## config.mk

```make
export PLATFORM = sky130hd
export DESIGN_NAME = efc_frame_config
export DESIGN_NICKNAME = d
export VERILOG_FILES = /design/src/efc_pkg.sv /design/src/efc_frame_config.sv
export SDC_FILE = /design/constraint.sdc
export NUM_CORES = 1
export LEC_CHECK = 0
export BUFFER_PORTS_ARGS = -buffer_cell sky130_fd_sc_hd__buf_2
export CORE_MARGIN = 5
export CORE_UTILIZATION = 53
export DETAILED_ROUTE_END_ITERATION = 8
export PLACE_DENSITY = 0.84
export SLEW_MARGIN = 0
export SYNTH_ARGS = -nofsm -noshare
export SYNTH_HDL_FRONTEND = slang
export SYNTH_SLANG_ARGS = --single-unit
```

## constraint.sdc

```tcl
create_clock -name hclk -period 4.2 [get_ports hclk]
set_input_delay 0.21 -clock hclk [delete_from_list [all_inputs] [get_ports hclk]]
set_output_delay 0.21 -clock hclk [all_outputs]
set_load 0.01 [all_outputs]
```

## src/efc_pkg.sv

```systemverilog
// constants, field layouts and carrier types of the ethernet frame config
// block; assumes one 50 MHz bus clock domain and an AHB-Lite master.
package efc_pkg;

    // =========================================================
    // register map, each register with clear, set, invert alias
    localparam logic [11:0] RX_BUFFER_SIZE_CTRL_OFS = 12'h000;
    localparam logic [11:0] PATTERN_MASK_LOW_OFS = 12'h010;
    localparam logic [11:0] PATTERN_MASK_HIGH_OFS = 12'h020;
    localparam logic [11:0] MAC_FRAMING_CONFIG_OFS = 12'h030;
    localparam logic [1:0] ALIAS_WRITE = 2'h0;
    localparam logic [1:0] ALIAS_CLEAR = 2'h1;
    localparam logic [1:0] ALIAS_SET = 2'h2;
    localparam logic [1:0] ALIAS_INVERT = 2'h3;

    // =========================================================
    // field positions and reset values
    localparam int RX_BUFFER_SIZE_LSB = 4;
    localparam int RX_BUFFER_SIZE_W = 7;
    localparam int RX_BUFFER_UNIT_SHIFT = 4;
    localparam logic [6:0] RX_BUFFER_SIZE_RST = 7'h00;
    localparam logic [31:0] PATTERN_MASK_RST = 32'h00000000;
    localparam logic [7:0] FRAMING_CONFIG_RST = 8'h00;

    // =========================================================
    // frame geometry, in bytes
    localparam logic [15:0] PAD_MIN_PLAIN = 16'h003C;
    localparam logic [15:0] PAD_MIN_TAGGED = 16'h0040;
    localparam logic [15:0] MAX_FRAME_PLAIN = 16'h05EE;
    localparam logic [15:0] MAX_FRAME_TAGGED = 16'h05F2;
    localparam logic [15:0] MAX_LENGTH_FIELD = 16'h05DC;
    localparam logic [15:0] HEADER_SKIP_BYTES = 16'h0004;
    localparam logic [15:0] MAC_HEADER_BYTES = 16'h000E;
    localparam logic [15:0] VLAN_TAG_BYTES = 16'h0004;
    localparam logic [15:0] FCS_BYTES = 16'h0004;
    localparam logic [15:0] TYPE_POS = 16'h000C;
    localparam logic [15:0] TAGGED_TYPE_POS = 16'h0010;
    localparam logic [7:0] VLAN_TPID_HI = 8'h81;
    localparam logic [7:0] VLAN_TPID_LO = 8'h00;

    // =========================================================
    // fcs polynomial, reflected form
    localparam logic [31:0] CRC_POLY = 32'hEDB88320;
    localparam logic [31:0] CRC_INIT = 32'hFFFFFFFF;

    // framing options, bit order as in the config register
    typedef struct packed {
        logic automatic_pad_detect;
        logic tagged_pad_enable;
        logic short_frame_pad_enable;
        logic crc_append_enable;
        logic crc_header_skip;
        logic oversize_frame_enable;
        logic frame_length_check;
        logic full_duplex_select;
    } efc_frame_cfg_t;

    // one byte of a frame stream
    typedef struct packed {
        logic [7:0] data;
        logic last;
    } efc_byte_t;

    // transmit statistics vector
    typedef struct packed {
        logic [15:0] byte_count;
        logic padded;
        logic crc_appended;
        logic length_mismatch;
        logic oversize;
    } efc_tx_stat_t;

endpackage : efc_pkg

```

## src/efc_frame_config.sv

```systemverilog
// ethernet frame config: ahb-lite register file plus the transmit
// framing path (pad, fcs append, header skip, length and size checks).
// assumes the phy side takes one byte every cycle with no back-pressure.
//
// Chosen here: the address map and the AHB-Lite register port.
`timescale 1ns/10ps
`default_nettype none
module efc_frame_config #(
    parameter int ADDR_W = 12
) (
    // clock and reset
    input wire logic hclk,
    input wire logic hresetn,
    // ahb-lite slave
    input wire logic hsel,
    input wire logic [31:0] haddr,
    input wire logic [1:0] htrans,
    input wire logic hwrite,
    input wire logic [2:0] hsize,
    input wire logic [31:0] hwdata,
    input wire logic hready,
    output logic hreadyout,
    output logic hresp,
    output logic [31:0] hrdata,
    // transmit byte stream from the descriptor engine
    input wire logic tx_in_valid,
    input wire efc_pkg::efc_byte_t tx_in_byte,
    output logic tx_in_ready,
    // transmit byte stream toward the phy
    output logic phy_tx_valid,
    output efc_pkg::efc_byte_t phy_tx_byte,
    // statistics vector
    output logic tx_stat_valid,
    output efc_pkg::efc_tx_stat_t tx_stat,
    // configuration toward the receive side
    output efc_pkg::efc_frame_cfg_t frame_cfg,
    output logic [6:0] rx_buffer_size,
    output logic [10:0] rx_buffer_bytes,
    output logic [63:0] pattern_mask,
    output logic rx_crc_check
);

    // =========================================================
    // declarations
    typedef enum logic [1:0] {S_DATA, S_PAD, S_FCS} efc_tx_state_t;

    // bus phase capture
    logic wr_pend_ff;                 // write data phase is due
    logic rd_pend_ff;                 // read waits one cycle
    logic [ADDR_W-1:0] addr_ff;       // latched byte address
    logic [31:0] lane_ff;             // byte lanes of the access
    logic hreadyout_ff;
    logic [31:0] hrdata_ff;
    // register storage
    logic [6:0] rxbuf_ff;
    logic [63:0] pmm_ff;
    efc_pkg::efc_frame_cfg_t cfg_ff;
    logic [10:0] rxbytes_ff;
    logic crc_check_ff;
    // transmit engine
    efc_tx_state_t state_ff;
    efc_tx_state_t nxt_state;
    logic [15:0] pos_ff;              // bytes accepted in this frame
    logic [15:0] body_ff;             // bytes counted past the header
    logic [31:0] crc_ff;
    logic [1:0] fcs_idx_ff;
    logic tagged_ff;
    logic [15:0] ltype_ff;
    logic ready_ff;
    logic out_valid_ff;
    efc_pkg::efc_byte_t out_byte_ff;
    logic stat_valid_ff;
    efc_pkg::efc_tx_stat_t stat_ff;
    logic [15:0] out_cnt_ff;
    logic padded_ff;
    logic mism_ff;

    // combinational helpers
    logic addr_take;
    logic size_ok;
    logic [31:0] lane_sel;
    logic [31:0] wdat;
    logic [31:0] rd_word;
    logic [11:0] ofs;
    logic in_take;
    logic in_hdr;
    logic append;
    logic [15:0] pad_target;
    logic [15:0] body_next;
    logic [15:0] hdr_len;
    logic [15:0] payload;
    logic [15:0] max_len;
    logic final_byte;
    logic [31:0] rxbuf_img;           // size register after the alias op
    logic [31:0] cfg_img;             // config register after the alias op

    // =========================================================
    // helpers
    // one byte through the reflected crc-32
    function automatic logic [31:0] crc_byte(input logic [31:0] c,
                                             input logic [7:0] d);
        logic [31:0] r;
        r = c ^ {24'h000000, d};
        for (int i = 0; i < 8; i++) begin
            r = r[0] ? ((r >> 1) ^ efc_pkg::CRC_POLY) : (r >> 1);
        end
        return r;
    endfunction : crc_byte

    // alias operation on a register image, lanes already applied
    function automatic logic [31:0] alias_op(input logic [31:0] old,
                                             input logic [31:0] d,
                                             input logic [31:0] lane,
                                             input logic [1:0] op);
        logic [31:0] r;
        r = old;
        unique case (op)
            efc_pkg::ALIAS_WRITE: r = (old & ~lane) | d;
            efc_pkg::ALIAS_CLEAR: r = old & ~d;
            efc_pkg::ALIAS_SET: r = old | d;
            efc_pkg::ALIAS_INVERT: r = old ^ d;
        endcase
        return r;
    endfunction : alias_op

    // =========================================================
    // bus address phase
    assign addr_take = hsel & htrans[1] & hready;
    assign size_ok = (hsize == 3'h2) | (hsize == 3'h1);
    assign lane_sel = (hsize == 3'h2) ? 32'hFFFFFFFF :
                      (haddr[1] ? 32'hFFFF0000 : 32'h0000FFFF);
    assign wdat = hwdata & lane_ff;
    assign ofs = {{(12-ADDR_W){1'b0}}, addr_ff} & 12'hFF0;
    // register images after the alias op; fields are cut out below
    assign rxbuf_img = alias_op({21'h000000, rxbuf_ff, 4'h0}, wdat, lane_ff,
                                addr_ff[3:2]);
    assign cfg_img = alias_op({24'h000000, cfg_ff}, wdat, lane_ff,
                              addr_ff[3:2]);

    // capture the request; byte writes never become pending
    always_ff @(posedge hclk or negedge hresetn) begin
        if (!hresetn) begin
            wr_pend_ff <= 1'b0;
            rd_pend_ff <= 1'b0;
            addr_ff <= '0;
            lane_ff <= 32'h00000000;
        end else begin
            wr_pend_ff <= addr_take & hwrite & size_ok;
            rd_pend_ff <= addr_take & ~hwrite;
            if (addr_take) begin
                addr_ff <= haddr[ADDR_W-1:0];
                lane_ff <= size_ok ? lane_sel : 32'h00000000;
            end
        end
    end

    // reads take one wait state so a write just before is seen
    always_ff @(posedge hclk or negedge hresetn) begin
        if (!hresetn) begin
            hreadyout_ff <= 1'b1;
        end else begin
            hreadyout_ff <= ~(addr_take & ~hwrite);
        end
    end

    // read image of the addressed register, any alias reads the base
    always_comb begin
        rd_word = 32'h00000000;
        unique case (ofs)
            efc_pkg::RX_BUFFER_SIZE_CTRL_OFS:
                rd_word[10:4] = rxbuf_ff;
            efc_pkg::PATTERN_MASK_LOW_OFS: rd_word = pmm_ff[31:0];
            efc_pkg::PATTERN_MASK_HIGH_OFS: rd_word = pmm_ff[63:32];
            efc_pkg::MAC_FRAMING_CONFIG_OFS: rd_word[7:0] = cfg_ff;
            default: rd_word = 32'h00000000;
        endcase
    end

    // read data lands with hreadyout; unmapped or byte reads give zero
    always_ff @(posedge hclk or negedge hresetn) begin
        if (!hresetn) begin
            hrdata_ff <= 32'h00000000;
        end else if (rd_pend_ff) begin
            hrdata_ff <= (lane_ff == 32'h00000000) ? 32'h00000000 : rd_word;
        end
    end

    // =========================================================
    // register writes, applied at the end of the data phase
    // size field storage
    always_ff @(posedge hclk or negedge hresetn) begin
        if (!hresetn) begin
            rxbuf_ff <= efc_pkg::RX_BUFFER_SIZE_RST;
        end else if (wr_pend_ff &&
                     ofs == efc_pkg::RX_BUFFER_SIZE_CTRL_OFS) begin
            rxbuf_ff <= rxbuf_img[10:4];
        end
    end

    always_ff @(posedge hclk or negedge hresetn) begin
        if (!hresetn) begin
            pmm_ff <= {efc_pkg::PATTERN_MASK_RST, efc_pkg::PATTERN_MASK_RST};
        end else if (wr_pend_ff) begin
            if (ofs == efc_pkg::PATTERN_MASK_LOW_OFS) begin
                pmm_ff[31:0] <= alias_op(pmm_ff[31:0], wdat, lane_ff,
                                         addr_ff[3:2]);
            end
            if (ofs == efc_pkg::PATTERN_MASK_HIGH_OFS) begin
                pmm_ff[63:32] <= alias_op(pmm_ff[63:32], wdat, lane_ff,
                                          addr_ff[3:2]);
            end
        end
    end

    // framing options; a change mid-frame takes effect at once
    always_ff @(posedge hclk or negedge hresetn) begin
        if (!hresetn) begin
            cfg_ff <= efc_pkg::FRAMING_CONFIG_RST;
        end else if (wr_pend_ff &&
                     ofs == efc_pkg::MAC_FRAMING_CONFIG_OFS) begin
            cfg_ff <= cfg_img[7:0];
        end
    end

    // receive side views, one cycle behind the register
    always_ff @(posedge hclk or negedge hresetn) begin
        if (!hresetn) begin
            rxbytes_ff <= 11'h000;
            crc_check_ff <= 1'b1;
        end else begin
            rxbytes_ff <= {rxbuf_ff, 4'h0};
            crc_check_ff <= ~cfg_ff.short_frame_pad_enable;
        end
    end

    // =========================================================
    // transmit framing decisions
    assign in_take = tx_in_valid & ready_ff;
    assign in_hdr = cfg_ff.crc_header_skip &
                    (pos_ff < efc_pkg::HEADER_SKIP_BYTES);
    assign append = cfg_ff.crc_append_enable |
                    cfg_ff.short_frame_pad_enable;
    assign body_next = body_ff + 16'h0001;

    // pad target by mode; zero means no padding
    always_comb begin
        pad_target = 16'h0000;
        if (cfg_ff.short_frame_pad_enable) begin
            if (cfg_ff.tagged_pad_enable) begin
                pad_target = efc_pkg::PAD_MIN_TAGGED;
            end else if (cfg_ff.automatic_pad_detect) begin
                pad_target = tagged_ff ? efc_pkg::PAD_MIN_TAGGED :
                                         efc_pkg::PAD_MIN_PLAIN;
            end else begin
                pad_target = efc_pkg::PAD_MIN_PLAIN;
            end
        end
    end

    // next state of the transmit path
    always_comb begin
        nxt_state = state_ff;
        unique case (state_ff)
            S_DATA: begin
                if (in_take && tx_in_byte.last) begin
                    if (!in_hdr && body_next < pad_target) begin
                        nxt_state = S_PAD;
                    end else if (append) begin
                        nxt_state = S_FCS;
                    end
                end
            end
            S_PAD: begin
                if (body_next >= pad_target) begin
                    nxt_state = append ? S_FCS : S_DATA;
                end
            end
            S_FCS: begin
                if (fcs_idx_ff == 2'h3) begin
                    nxt_state = S_DATA;
                end
            end
        endcase
    end

    // state and input ready; input stalls during pad and fcs
    always_ff @(posedge hclk or negedge hresetn) begin
        if (!hresetn) begin
            state_ff <= S_DATA;
            ready_ff <= 1'b0;
            fcs_idx_ff <= 2'h0;
        end else begin
            state_ff <= nxt_state;
            ready_ff <= (nxt_state == S_DATA) &&
                        !(in_take && tx_in_byte.last);
            fcs_idx_ff <= (state_ff == S_FCS) ? fcs_idx_ff + 2'h1 : 2'h0;
        end
    end

    // byte counters; counters restart once the frame's last byte leaves
    always_ff @(posedge hclk or negedge hresetn) begin
        if (!hresetn) begin
            pos_ff <= 16'h0000;
            body_ff <= 16'h0000;
        end else if (final_byte) begin
            pos_ff <= 16'h0000;
            body_ff <= 16'h0000;
        end else if (in_take) begin
            pos_ff <= pos_ff + 16'h0001;
            if (!in_hdr) begin
                body_ff <= body_next;
            end
        end else if (state_ff == S_PAD) begin
            body_ff <= body_next;
        end
    end

    // fcs over body and pad bytes
    always_ff @(posedge hclk or negedge hresetn) begin
        if (!hresetn) begin
            crc_ff <= efc_pkg::CRC_INIT;
        end else if (final_byte) begin
            crc_ff <= efc_pkg::CRC_INIT;
        end else if (in_take && !in_hdr) begin
            crc_ff <= crc_byte(crc_ff, tx_in_byte.data);
        end else if (state_ff == S_PAD) begin
            crc_ff <= crc_byte(crc_ff, 8'h00);
        end
    end

    // tag and length/type field capture from the body bytes
    always_ff @(posedge hclk or negedge hresetn) begin
        if (!hresetn) begin
            tagged_ff <= 1'b0;
            ltype_ff <= 16'h0000;
        end else if (final_byte) begin
            tagged_ff <= 1'b0;
            ltype_ff <= 16'h0000;
        end else if (in_take && !in_hdr) begin
            if (body_ff == efc_pkg::TYPE_POS ||
                (tagged_ff && body_ff == efc_pkg::TAGGED_TYPE_POS)) begin
                ltype_ff[15:8] <= tx_in_byte.data;
            end
            if (body_ff == efc_pkg::TYPE_POS + 16'h0001 ||
                (tagged_ff &&
                 body_ff == efc_pkg::TAGGED_TYPE_POS + 16'h0001)) begin
                ltype_ff[7:0] <= tx_in_byte.data;
                tagged_ff <= tagged_ff |
                    ((body_ff == efc_pkg::TYPE_POS + 16'h0001) &&
                     ltype_ff[15:8] == efc_pkg::VLAN_TPID_HI &&
                     tx_in_byte.data == efc_pkg::VLAN_TPID_LO);
            end
        end
    end

    // =========================================================
    // output stream and statistics
    assign final_byte = (state_ff == S_FCS && fcs_idx_ff == 2'h3) ||
                        (state_ff == S_PAD && nxt_state == S_DATA) ||
                        (state_ff == S_DATA && in_take &&
                         tx_in_byte.last && nxt_state == S_DATA);

    // output byte register, one byte per cycle to the phy
    always_ff @(posedge hclk or negedge hresetn) begin
        if (!hresetn) begin
            out_valid_ff <= 1'b0;
            out_byte_ff <= '0;
        end else begin
            out_valid_ff <= in_take || (state_ff != S_DATA);
            out_byte_ff.last <= final_byte;
            unique case (state_ff)
                S_DATA: out_byte_ff.data <= tx_in_byte.data;
                S_PAD: out_byte_ff.data <= 8'h00;
                S_FCS: out_byte_ff.data <= ~crc_ff[8*fcs_idx_ff +: 8];
            endcase
        end
    end

    // length/type check operands; short frames are checked before their pad bytes
    assign hdr_len = efc_pkg::MAC_HEADER_BYTES +
                     (tagged_ff ? efc_pkg::VLAN_TAG_BYTES : 16'h0000);
    assign max_len = tagged_ff ? efc_pkg::MAX_FRAME_TAGGED :
                                 efc_pkg::MAX_FRAME_PLAIN;
    assign payload = body_next - hdr_len -
                     (append ? 16'h0000 : efc_pkg::FCS_BYTES);

    // frame totals, counted up to the frame's last byte; mismatch latched when the last input byte is taken
    always_ff @(posedge hclk or negedge hresetn) begin
        if (!hresetn) begin
            out_cnt_ff <= 16'h0000;
            padded_ff <= 1'b0;
            mism_ff <= 1'b0;
        end else if (final_byte) begin
            out_cnt_ff <= 16'h0000;
            padded_ff <= 1'b0;
            mism_ff <= 1'b0;
        end else begin
            if (in_take || state_ff != S_DATA) begin
                out_cnt_ff <= out_cnt_ff + 16'h0001;
            end
            if (state_ff == S_PAD) begin
                padded_ff <= 1'b1;
            end
            if (in_take && tx_in_byte.last) begin
                mism_ff <= cfg_ff.frame_length_check &&
                           ltype_ff <= efc_pkg::MAX_LENGTH_FIELD &&
                           payload != ltype_ff;
            end
        end
    end

    // statistics vector, a pulse with the frame's last byte
    always_ff @(posedge hclk or negedge hresetn) begin
        if (!hresetn) begin
            stat_valid_ff <= 1'b0;
            stat_ff <= '0;
        end else begin
            stat_valid_ff <= final_byte;
            if (final_byte) begin
                stat_ff.byte_count <= out_cnt_ff + 16'h0001;
                stat_ff.padded <= padded_ff | (state_ff == S_PAD);
                stat_ff.crc_appended <= append;
                stat_ff.length_mismatch <= mism_ff |
                    (state_ff == S_DATA && cfg_ff.frame_length_check &&
                     ltype_ff <= efc_pkg::MAX_LENGTH_FIELD &&
                     payload != ltype_ff);
                stat_ff.oversize <= !cfg_ff.oversize_frame_enable &&
                    (body_next + (state_ff == S_FCS ? 16'h0000 :
                     (append ? efc_pkg::FCS_BYTES : 16'h0000))) > max_len;
            end
        end
    end

    // =========================================================
    // outputs, each straight from a flip-flop except hresp, tied low
    assign hreadyout = hreadyout_ff;
    assign hresp = 1'b0;
    assign hrdata = hrdata_ff;
    assign tx_in_ready = ready_ff;
    assign phy_tx_valid = out_valid_ff;
    assign phy_tx_byte = out_byte_ff;
    assign tx_stat_valid = stat_valid_ff;
    assign tx_stat = stat_ff;
    assign frame_cfg = cfg_ff;
    assign rx_buffer_size = rxbuf_ff;
    assign rx_buffer_bytes = rxbytes_ff;
    assign pattern_mask = pmm_ff;
    assign rx_crc_check = crc_check_ff;

endmodule : efc_frame_config
`default_nettype wire

```

* Word-level counts from Yosys, hierarchy flattened
Index checks and enable logic that the tools add are counted.
W data, S select, Z words.
** Storage, ports and cells
- Register bits after elaboration :: 300
- Output and inout port bits :: 157
- Word-level logic and storage cells :: 245
** Operators by class
- Add/sub/neg operators :: 8
- $lt $le $gt $ge :: 5
- Equal/unequal tests :: 18
- Shift-type cells :: 1
- Multiplexer cells :: 68
- Bitwise operators :: 56
- Reduce and logical (&&, ||, !) cells :: 50
** Operator list (count)
- $mux W32 :: 23
- $pmux W32 S4 :: 2
- $not A13 Y14 :: 16
- $and A32 B32 Y32 :: 5
- $mux W16 :: 10
- $or A32 B32 Y32 :: 4
- $not A32 Y32 :: 2
- $xor A32 B32 Y32 :: 2
- $add A16 B1 Y16 const B :: 3
- $pmux W11 S4 :: 1
- $pmux W21 S2 :: 1
- $eq A16 B4 Y1 const B :: 2
- $eq A16 B5 Y1 const B :: 2
- $logic_not A32 Y1 :: 1
- $pmux W8 S4 :: 1
- $shiftx A32 B6 Y8 :: 1
- $xor A32 B8 Y32 :: 1
- $mux W7 :: 4
- $pmux W8 S3 :: 1
- $and A11 B11 Y11 :: 2
- $or A11 B11 Y11 :: 2
- $logic_and A1 B1 Y1 :: 21
- $add A16 B3 Y16 :: 1
- $and A8 B8 Y8 :: 2
- 42 further kinds :: 96

* Depth between registers and ports, before layout
- Depth after elaboration :: 19
- Gate-level depth with buffers :: 17
- Depth with buffers taken out :: 17

* Worst setup path after synthesis
No wires, ideal clock.
- Path kind :: flip-flop to flip-flop
- Start point :: register body_ff[0]
- End point :: register stat_ff, in the netlist tx_stat[10]
- Arrival :: 3.862 ns
- Data required time :: 4.073 ns
- Slack :: 0.211 ns
- Stages on the path, launching flop included :: 16
- Cells stage by stage :: dfrtp_1 > ha_1 > clkbuf_1 > nand3_2 > nor2_1 > xnor2_1 > inv_1 > ha_1 > a311oi_1 > nand3b_1 > or4_4 > a211oi_2 > a21oi_4 > inv_4 > buf_6 > mux2_1
** Between the ends
- Cells in the longest elaborated chain, start to end :: 10
** RTL lines
- start: declaration :: line efc_frame_config.sv:64 : logic [15:0] body_ff;
- start signal: assignment :: line efc_frame_config.sv:311 : body_ff <= body_next;
- start signal: assignment :: line efc_frame_config.sv:314 : body_ff <= body_next;
- $add A16 B1 Y16 (*) :: line efc_frame_config.sv:243 : assign body_next = body_ff + 16'h0001;
- $lt A16 B16 Y1 :: line efc_frame_config.sv:266 : if (!in_hdr && body_next < pad_target) begin
- $logic_and A1 B1 Y1 :: line efc_frame_config.sv:266
- $mux W2 :: line efc_frame_config.sv:266
- $mux W2 :: line efc_frame_config.sv:265 : if (in_take && tx_in_byte.last) begin
- $pmux W2 S3 (*) :: line efc_frame_config.sv:263 : unique case (state_ff)
- $logic_not A2 Y1 (*) :: line efc_frame_config.sv:359, efc_frame_config.sv:361
- $logic_and A1 B1 Y1 :: line efc_frame_config.sv:359 : (state_ff == S_PAD && nxt_state == S_DATA) ||
- $logic_or A1 B1 Y1 :: line efc_frame_config.sv:358 : assign final_byte = (state_ff == S_FCS && fcs_idx_ff == 2'h3) ||
- $logic_or A1 B1 Y1 (*) :: line efc_frame_config.sv:359
- end: declaration :: line efc_frame_config.sv:73 : efc_pkg::efc_tx_stat_t stat_ff;
Every way passes the cells marked *; elsewhere a longest branch is shown, timed or not.
A chain may end at the register's enable or synchronous reset.

* Worst setup path in the final report
- Start point :: register body_ff[1]
- End point :: register stat_ff, in the netlist tx_stat[0]
** Between the ends
- Cells in the longest elaborated chain, start to end :: 10
** RTL lines (line)
- $add A16 B1 Y16 (*) :: efc_frame_config.sv:243
- parallel branches: the longest is 9 deep, another holds $add A16 B3 Y16
Every way passes the cells marked *.

==> results.sh <==
export IMPL_critical_path_class="flip-flop to flip-flop"
export IMPL_area_growth_pct=15.6
export IMPL_grt_pass1_vias=15200
export IMPL_core_sq_um=31600
export IMPL_vias_per_cell=6.01
export IMPL_min_path_type="input port to flip-flop"
export IMPL_clk_path_buf_depth=3
export IMPL_seqPwrFrac_pct=42.6
export IMPL_vdd_drop_max_mv=0.296
export IMPL_max_cap_viol_count=0
export IMPL_fin_skew_ns=0.0116
export IMPL_post_route_period_util_pct=96.1
export IMPL_final_util_pct=61.9
export IMPL_crit_path_top_delay_cell="or4_4"
export IMPL_rsz0062_at_grt="true"
export IMPL_path_cells="ha_1, buf_4, nand4_1, or3_1, xor2_1, nand3_1, nand3b_1, or4_4, a211oi_2, a21oi_4, inv_4, buf_4, mux2_2"
export IMPL_path_common_cell="buf_4"
export IMPL_max_stage_delay_ns=0.60
export IMPL_synth_top_area_cell="dfrtp_1"
export IMPL_synth_edf_count=0
export IMPL_grt_max_degree=134
export IMPL_io_pins=241
export IMPL_r2r_start="body_ff[1]"
export IMPL_path_max_fanout=8
export IMPL_avgSynthCellArea_sq_um=9.03
export IMPL_htree_levels=1
export IMPL_cp_arrival_ns=4.49
export IMPL_dieArea_sq_um=35500
export IMPL_start_kind="flip-flop"
export IMPL_worstHoldEndpoint="lane_ff[15]"
export IMPL_ys_types=78
export IMPL_drtAntennaViolNets=0
export IMPL_clock_sinks=268
export IMPL_place_gp_congestion=0.939
export IMPL_p_sw_share_pct=27.2
export IMPL_portBuffers=213
export IMPL_finalNetCount=2235
export IMPL_finalHoldViolations=0
export IMPL_power_leakage_nw=9.08
export IMPL_r2r_slack_ns=0.16
export IMPL_ys_ff_latch=268
export IMPL_async_flop_share_pct=100
export IMPL_drive_above_1_share_pct=18.9
export IMPL_r2r_end="tx_stat[0]"
export IMPL_cts_tree="yes"
export IMPL_required_ns=4.65
export IMPL_p_int_w=0.00464
export IMPL_wl_per_cell_microns=19.6
export IMPL_clock_latency_ns=0.57
export IMPL_period_needed_ns=4.04
export IMPL_place_inst=2400
export IMPL_status="complete, no violations"
export IMPL_vias=14900
export IMPL_numCtsBuffers=31
export IMPL_die_x_microns=189
export IMPL_min_from="hsize[0]"
export IMPL_pwr_share_clk_pct=45.0
export IMPL_synth_area_top_cells="dfrtp_1, ha_1, xnor2_1"
export IMPL_r2r_worst_path_cells=13
export IMPL_drtIter0Drc=1013
export IMPL_whs_path_depth=4
export IMPL_grt_usage_pct=26.7
export IMPL_die_h_microns=189
export IMPL_fin_cells=2474
export IMPL_end_kind="flip-flop"
export IMPL_placed_area_sq_um=18300
export IMPL_crit_family="simple AND/OR/NAND/NOR gates"
export IMPL_relSlewSlack_pct=18.3
export IMPL_fin_area_sq_um=19500
export IMPL_grt_remaining_overflow=0
export IMPL_switchingPower_w=0.00174
export IMPL_rows=65
export IMPL_synth_top_area_share_pct=34.7
export IMPL_power_density_nw_per_um2=327
export IMPL_grt_pass1_wl_microns=79100
export IMPL_fmax_mhz=248
export IMPL_yosysSeqAreaShare_pct=39.9
export IMPL_yosys_most_used_dff="dfrtp_1"
export IMPL_ys_warn_count=0
export IMPL_wl_microns=48500
export IMPL_cts_root_buffer="clkbuf_16"
export IMPL_cts_clk_slew_worst_paths_ns=0.06
export IMPL_syn_cell_area_sq_um=16900
export IMPL_finalMaxSlewViolations=0
export IMPL_drc_errors=0
export IMPL_cp_num_buf_inv=3
export IMPL_setup_viol=0
export IMPL_place_hpwl_microns=33600
export IMPL_tightest_slew_ns=1.22
export IMPL_total_power_w=0.00638
export IMPL_drt_pass1_iter_count=6
export IMPL_syn_inst=1871
export IMPL_start_util_pct=53.5
export IMPL_antenna_found_initial=2
export IMPL_p_comb_share_pct=12.4
## cells in the final DEF (no fill, tap or decap), types with 6 or more instances in the layout
| cell | n |
|---|---|
| buf_4 | 34 |
| o21ai_0 | 129 |
| inv_1 | 72 |
| mux4_2 | 11 |
| and3_1 | 13 |
| nor2b_1 | 10 |
| dfstp_2 | 34 |
| and2_1 | 9 |
| a22o_1 | 44 |
| nand2_1 | 231 |
| a22oi_1 | 26 |
| o22ai_1 | 43 |
| clkbuf_16 | 31 |
| buf_2 | 212 |
| ha_1 | 103 |
| o211ai_1 | 24 |
| mux2_2 | 18 |
| nand4_1 | 14 |
| nor3_1 | 14 |
| mux2_1 | 13 |
| xor2_1 | 78 |
| nand3_1 | 29 |
| nor4_1 | 12 |
| dfrtp_1 | 232 |
| a211oi_1 | 12 |
| dlygate4sd3_1 | 16 |
| or3_1 | 9 |
| a21oi_1 | 170 |
| clkbuf_8 | 7 |
| nor2_1 | 162 |
| mux2i_1 | 10 |
| xnor2_1 | 134 |
| a21o_1 | 6 |
## sequential cells by signal, indices dropped and copies added (netlist names), 2 cells and up
name,count
ltype_ff,16
pattern_mask,64
hrdata,32
tx_stat,20
crc_ff,32
rx_buffer_size,7
lane_ff,2
addr_ff,10
out_cnt_ff,16
fcs_idx_ff,2
frame_cfg,8
phy_tx_byte,8
state_ff,2
body_ff,16
rx_buffer_bytes,7
pos_ff,16
## power groups by stage
| stage | logic, W | registers (W) | clock network (W) |
|---|---|---|---|
| floorplan | 0.000588 | 0.00269 | 0 |
| global placement | 0.000720 | 0.00276 | 0 |
| CTS | 0.000782 | 0.00271 | 0.00292 |
| detailed placement | 0.000764 | 0.00276 | 0 |
| finish | 0.000790 | 0.00272 | 0.00287 |
| global route | 0.000888 | 0.00272 | 0.00303 |
## worst min-delay path, cell delays in order
cell and delay, ns:
buf_2 0.09, nor2b_1 0.06, a21oi_1 0.14, o31ai_1 0.08
## what timing repair did
item,4_1_cts,5_1_grt
setup buffers,0,0
hold endpoints to repair,81,0
gates resized for setup,0,4
hold buffers,16,0
endpoints found under the setup margin,0,3
## layer usage
metal  vias to the layer above  global-route usage, %  wire length (microns)  part of all wire [%]
li1                       6889                      -                      -                     -
met1                      7145                   33.5                  19000                    39
met2                       672                   45.0                  23300                    48
met3                       155                   6.52                   4320                   8.9
met4                         4                   10.1                   1910                   3.9
met5                         -                      0                     27                 0.056
## through the flow
| step | TNS (ns) | hold slack (ns) | setup slack (ns) |
|---|---|---|---|
| final | 0 | 0.0456 | 0.162 |
| after detailed placement | 0 | 0.248 | 0.198 |
| after floorplan | 0 | -0.0856 | 0.211 |
| after CTS | 0 | 0.0202 | 0.147 |
| after global placement | 0 | 0.249 | 0.304 |
| after global routing | -0.000949 | 0.0592 | -0.000625 |
## worst max-delay path by stage
| stage | from | to | slack (ns) | cells after the start |
|---|---|---|---|---|
| final | body_ff[1] | tx_stat[0] | 0.16 | 13 |
| after CTS | frame_cfg[4] | tx_stat[1] | 0.15 | 17 |
| after detailed placement | frame_cfg[4] | tx_stat[1] | 0.20 | 17 |
| after floorplan | body_ff[0] | tx_stat[10] | 0.21 | 15 |
| after global routing | body_ff[1] | tx_stat[0] | -0.0006 | 15 |
| after global placement | frame_cfg[4] | tx_stat[1] | 0.30 | 17 |
## synthesized netlist by cell type (3+ instances only)
master     count
and2_0         3
and2_1         9
a41oi_1        3
mux2i_1       10
a22oi_1       26
nor2_1       162
nand2b_1       4
dfstp_2       34
o21ai_0      130
mux2_2        18
inv_1         72
o2111ai_1      4
mux4_2        11
a31oi_1        3
nand3_1       29
nand4_1       14
nor2b_1       10
xor2_1        78
mux2_1        13
nor4_1        12
a21o_1         6
o22ai_1       43
dfrtp_1      234
ha_1         103
and3_1        13
a211oi_1      12
buf_6          4
nor3_1        14
a21oi_1      171
or3_1          9
nor4b_1        3
clkbuf_1      98
o211ai_1      24
buf_4         15
a22o_1        44
o21bai_1       3
buf_1          9
or2_2          4
xnor2_1      135
o31ai_1        5
nand2_1      231
## cell type report
cell class                      instances  area [sq um]
Antenna cell                            1          2.50
Timing Repair Buffer                  266          1550
Tap cell                              402           503
Fill cell                            2565         12000
Inverter                               74           280
Sequential cell                       268          6760
Clock buffer                           40           880
Multi-Input combinational cell       1406          9340
Clock inverter                         17           213
## cell families (layout without fill, tap and decap cells)
kind of cell,count (synthesis),after routing,share of synthesized area (%)
other cells,1,6,0.0222
mux,52,52,4.13
compound gates,498,498,18.0
simple gates,533,533,14.0
flops,268,268,39.9
fa+ha+maj,104,104,7.75
buf+inv,201,397,5.00
xor+xnor,214,214,11.2
(Power assumes the default switching activity.)
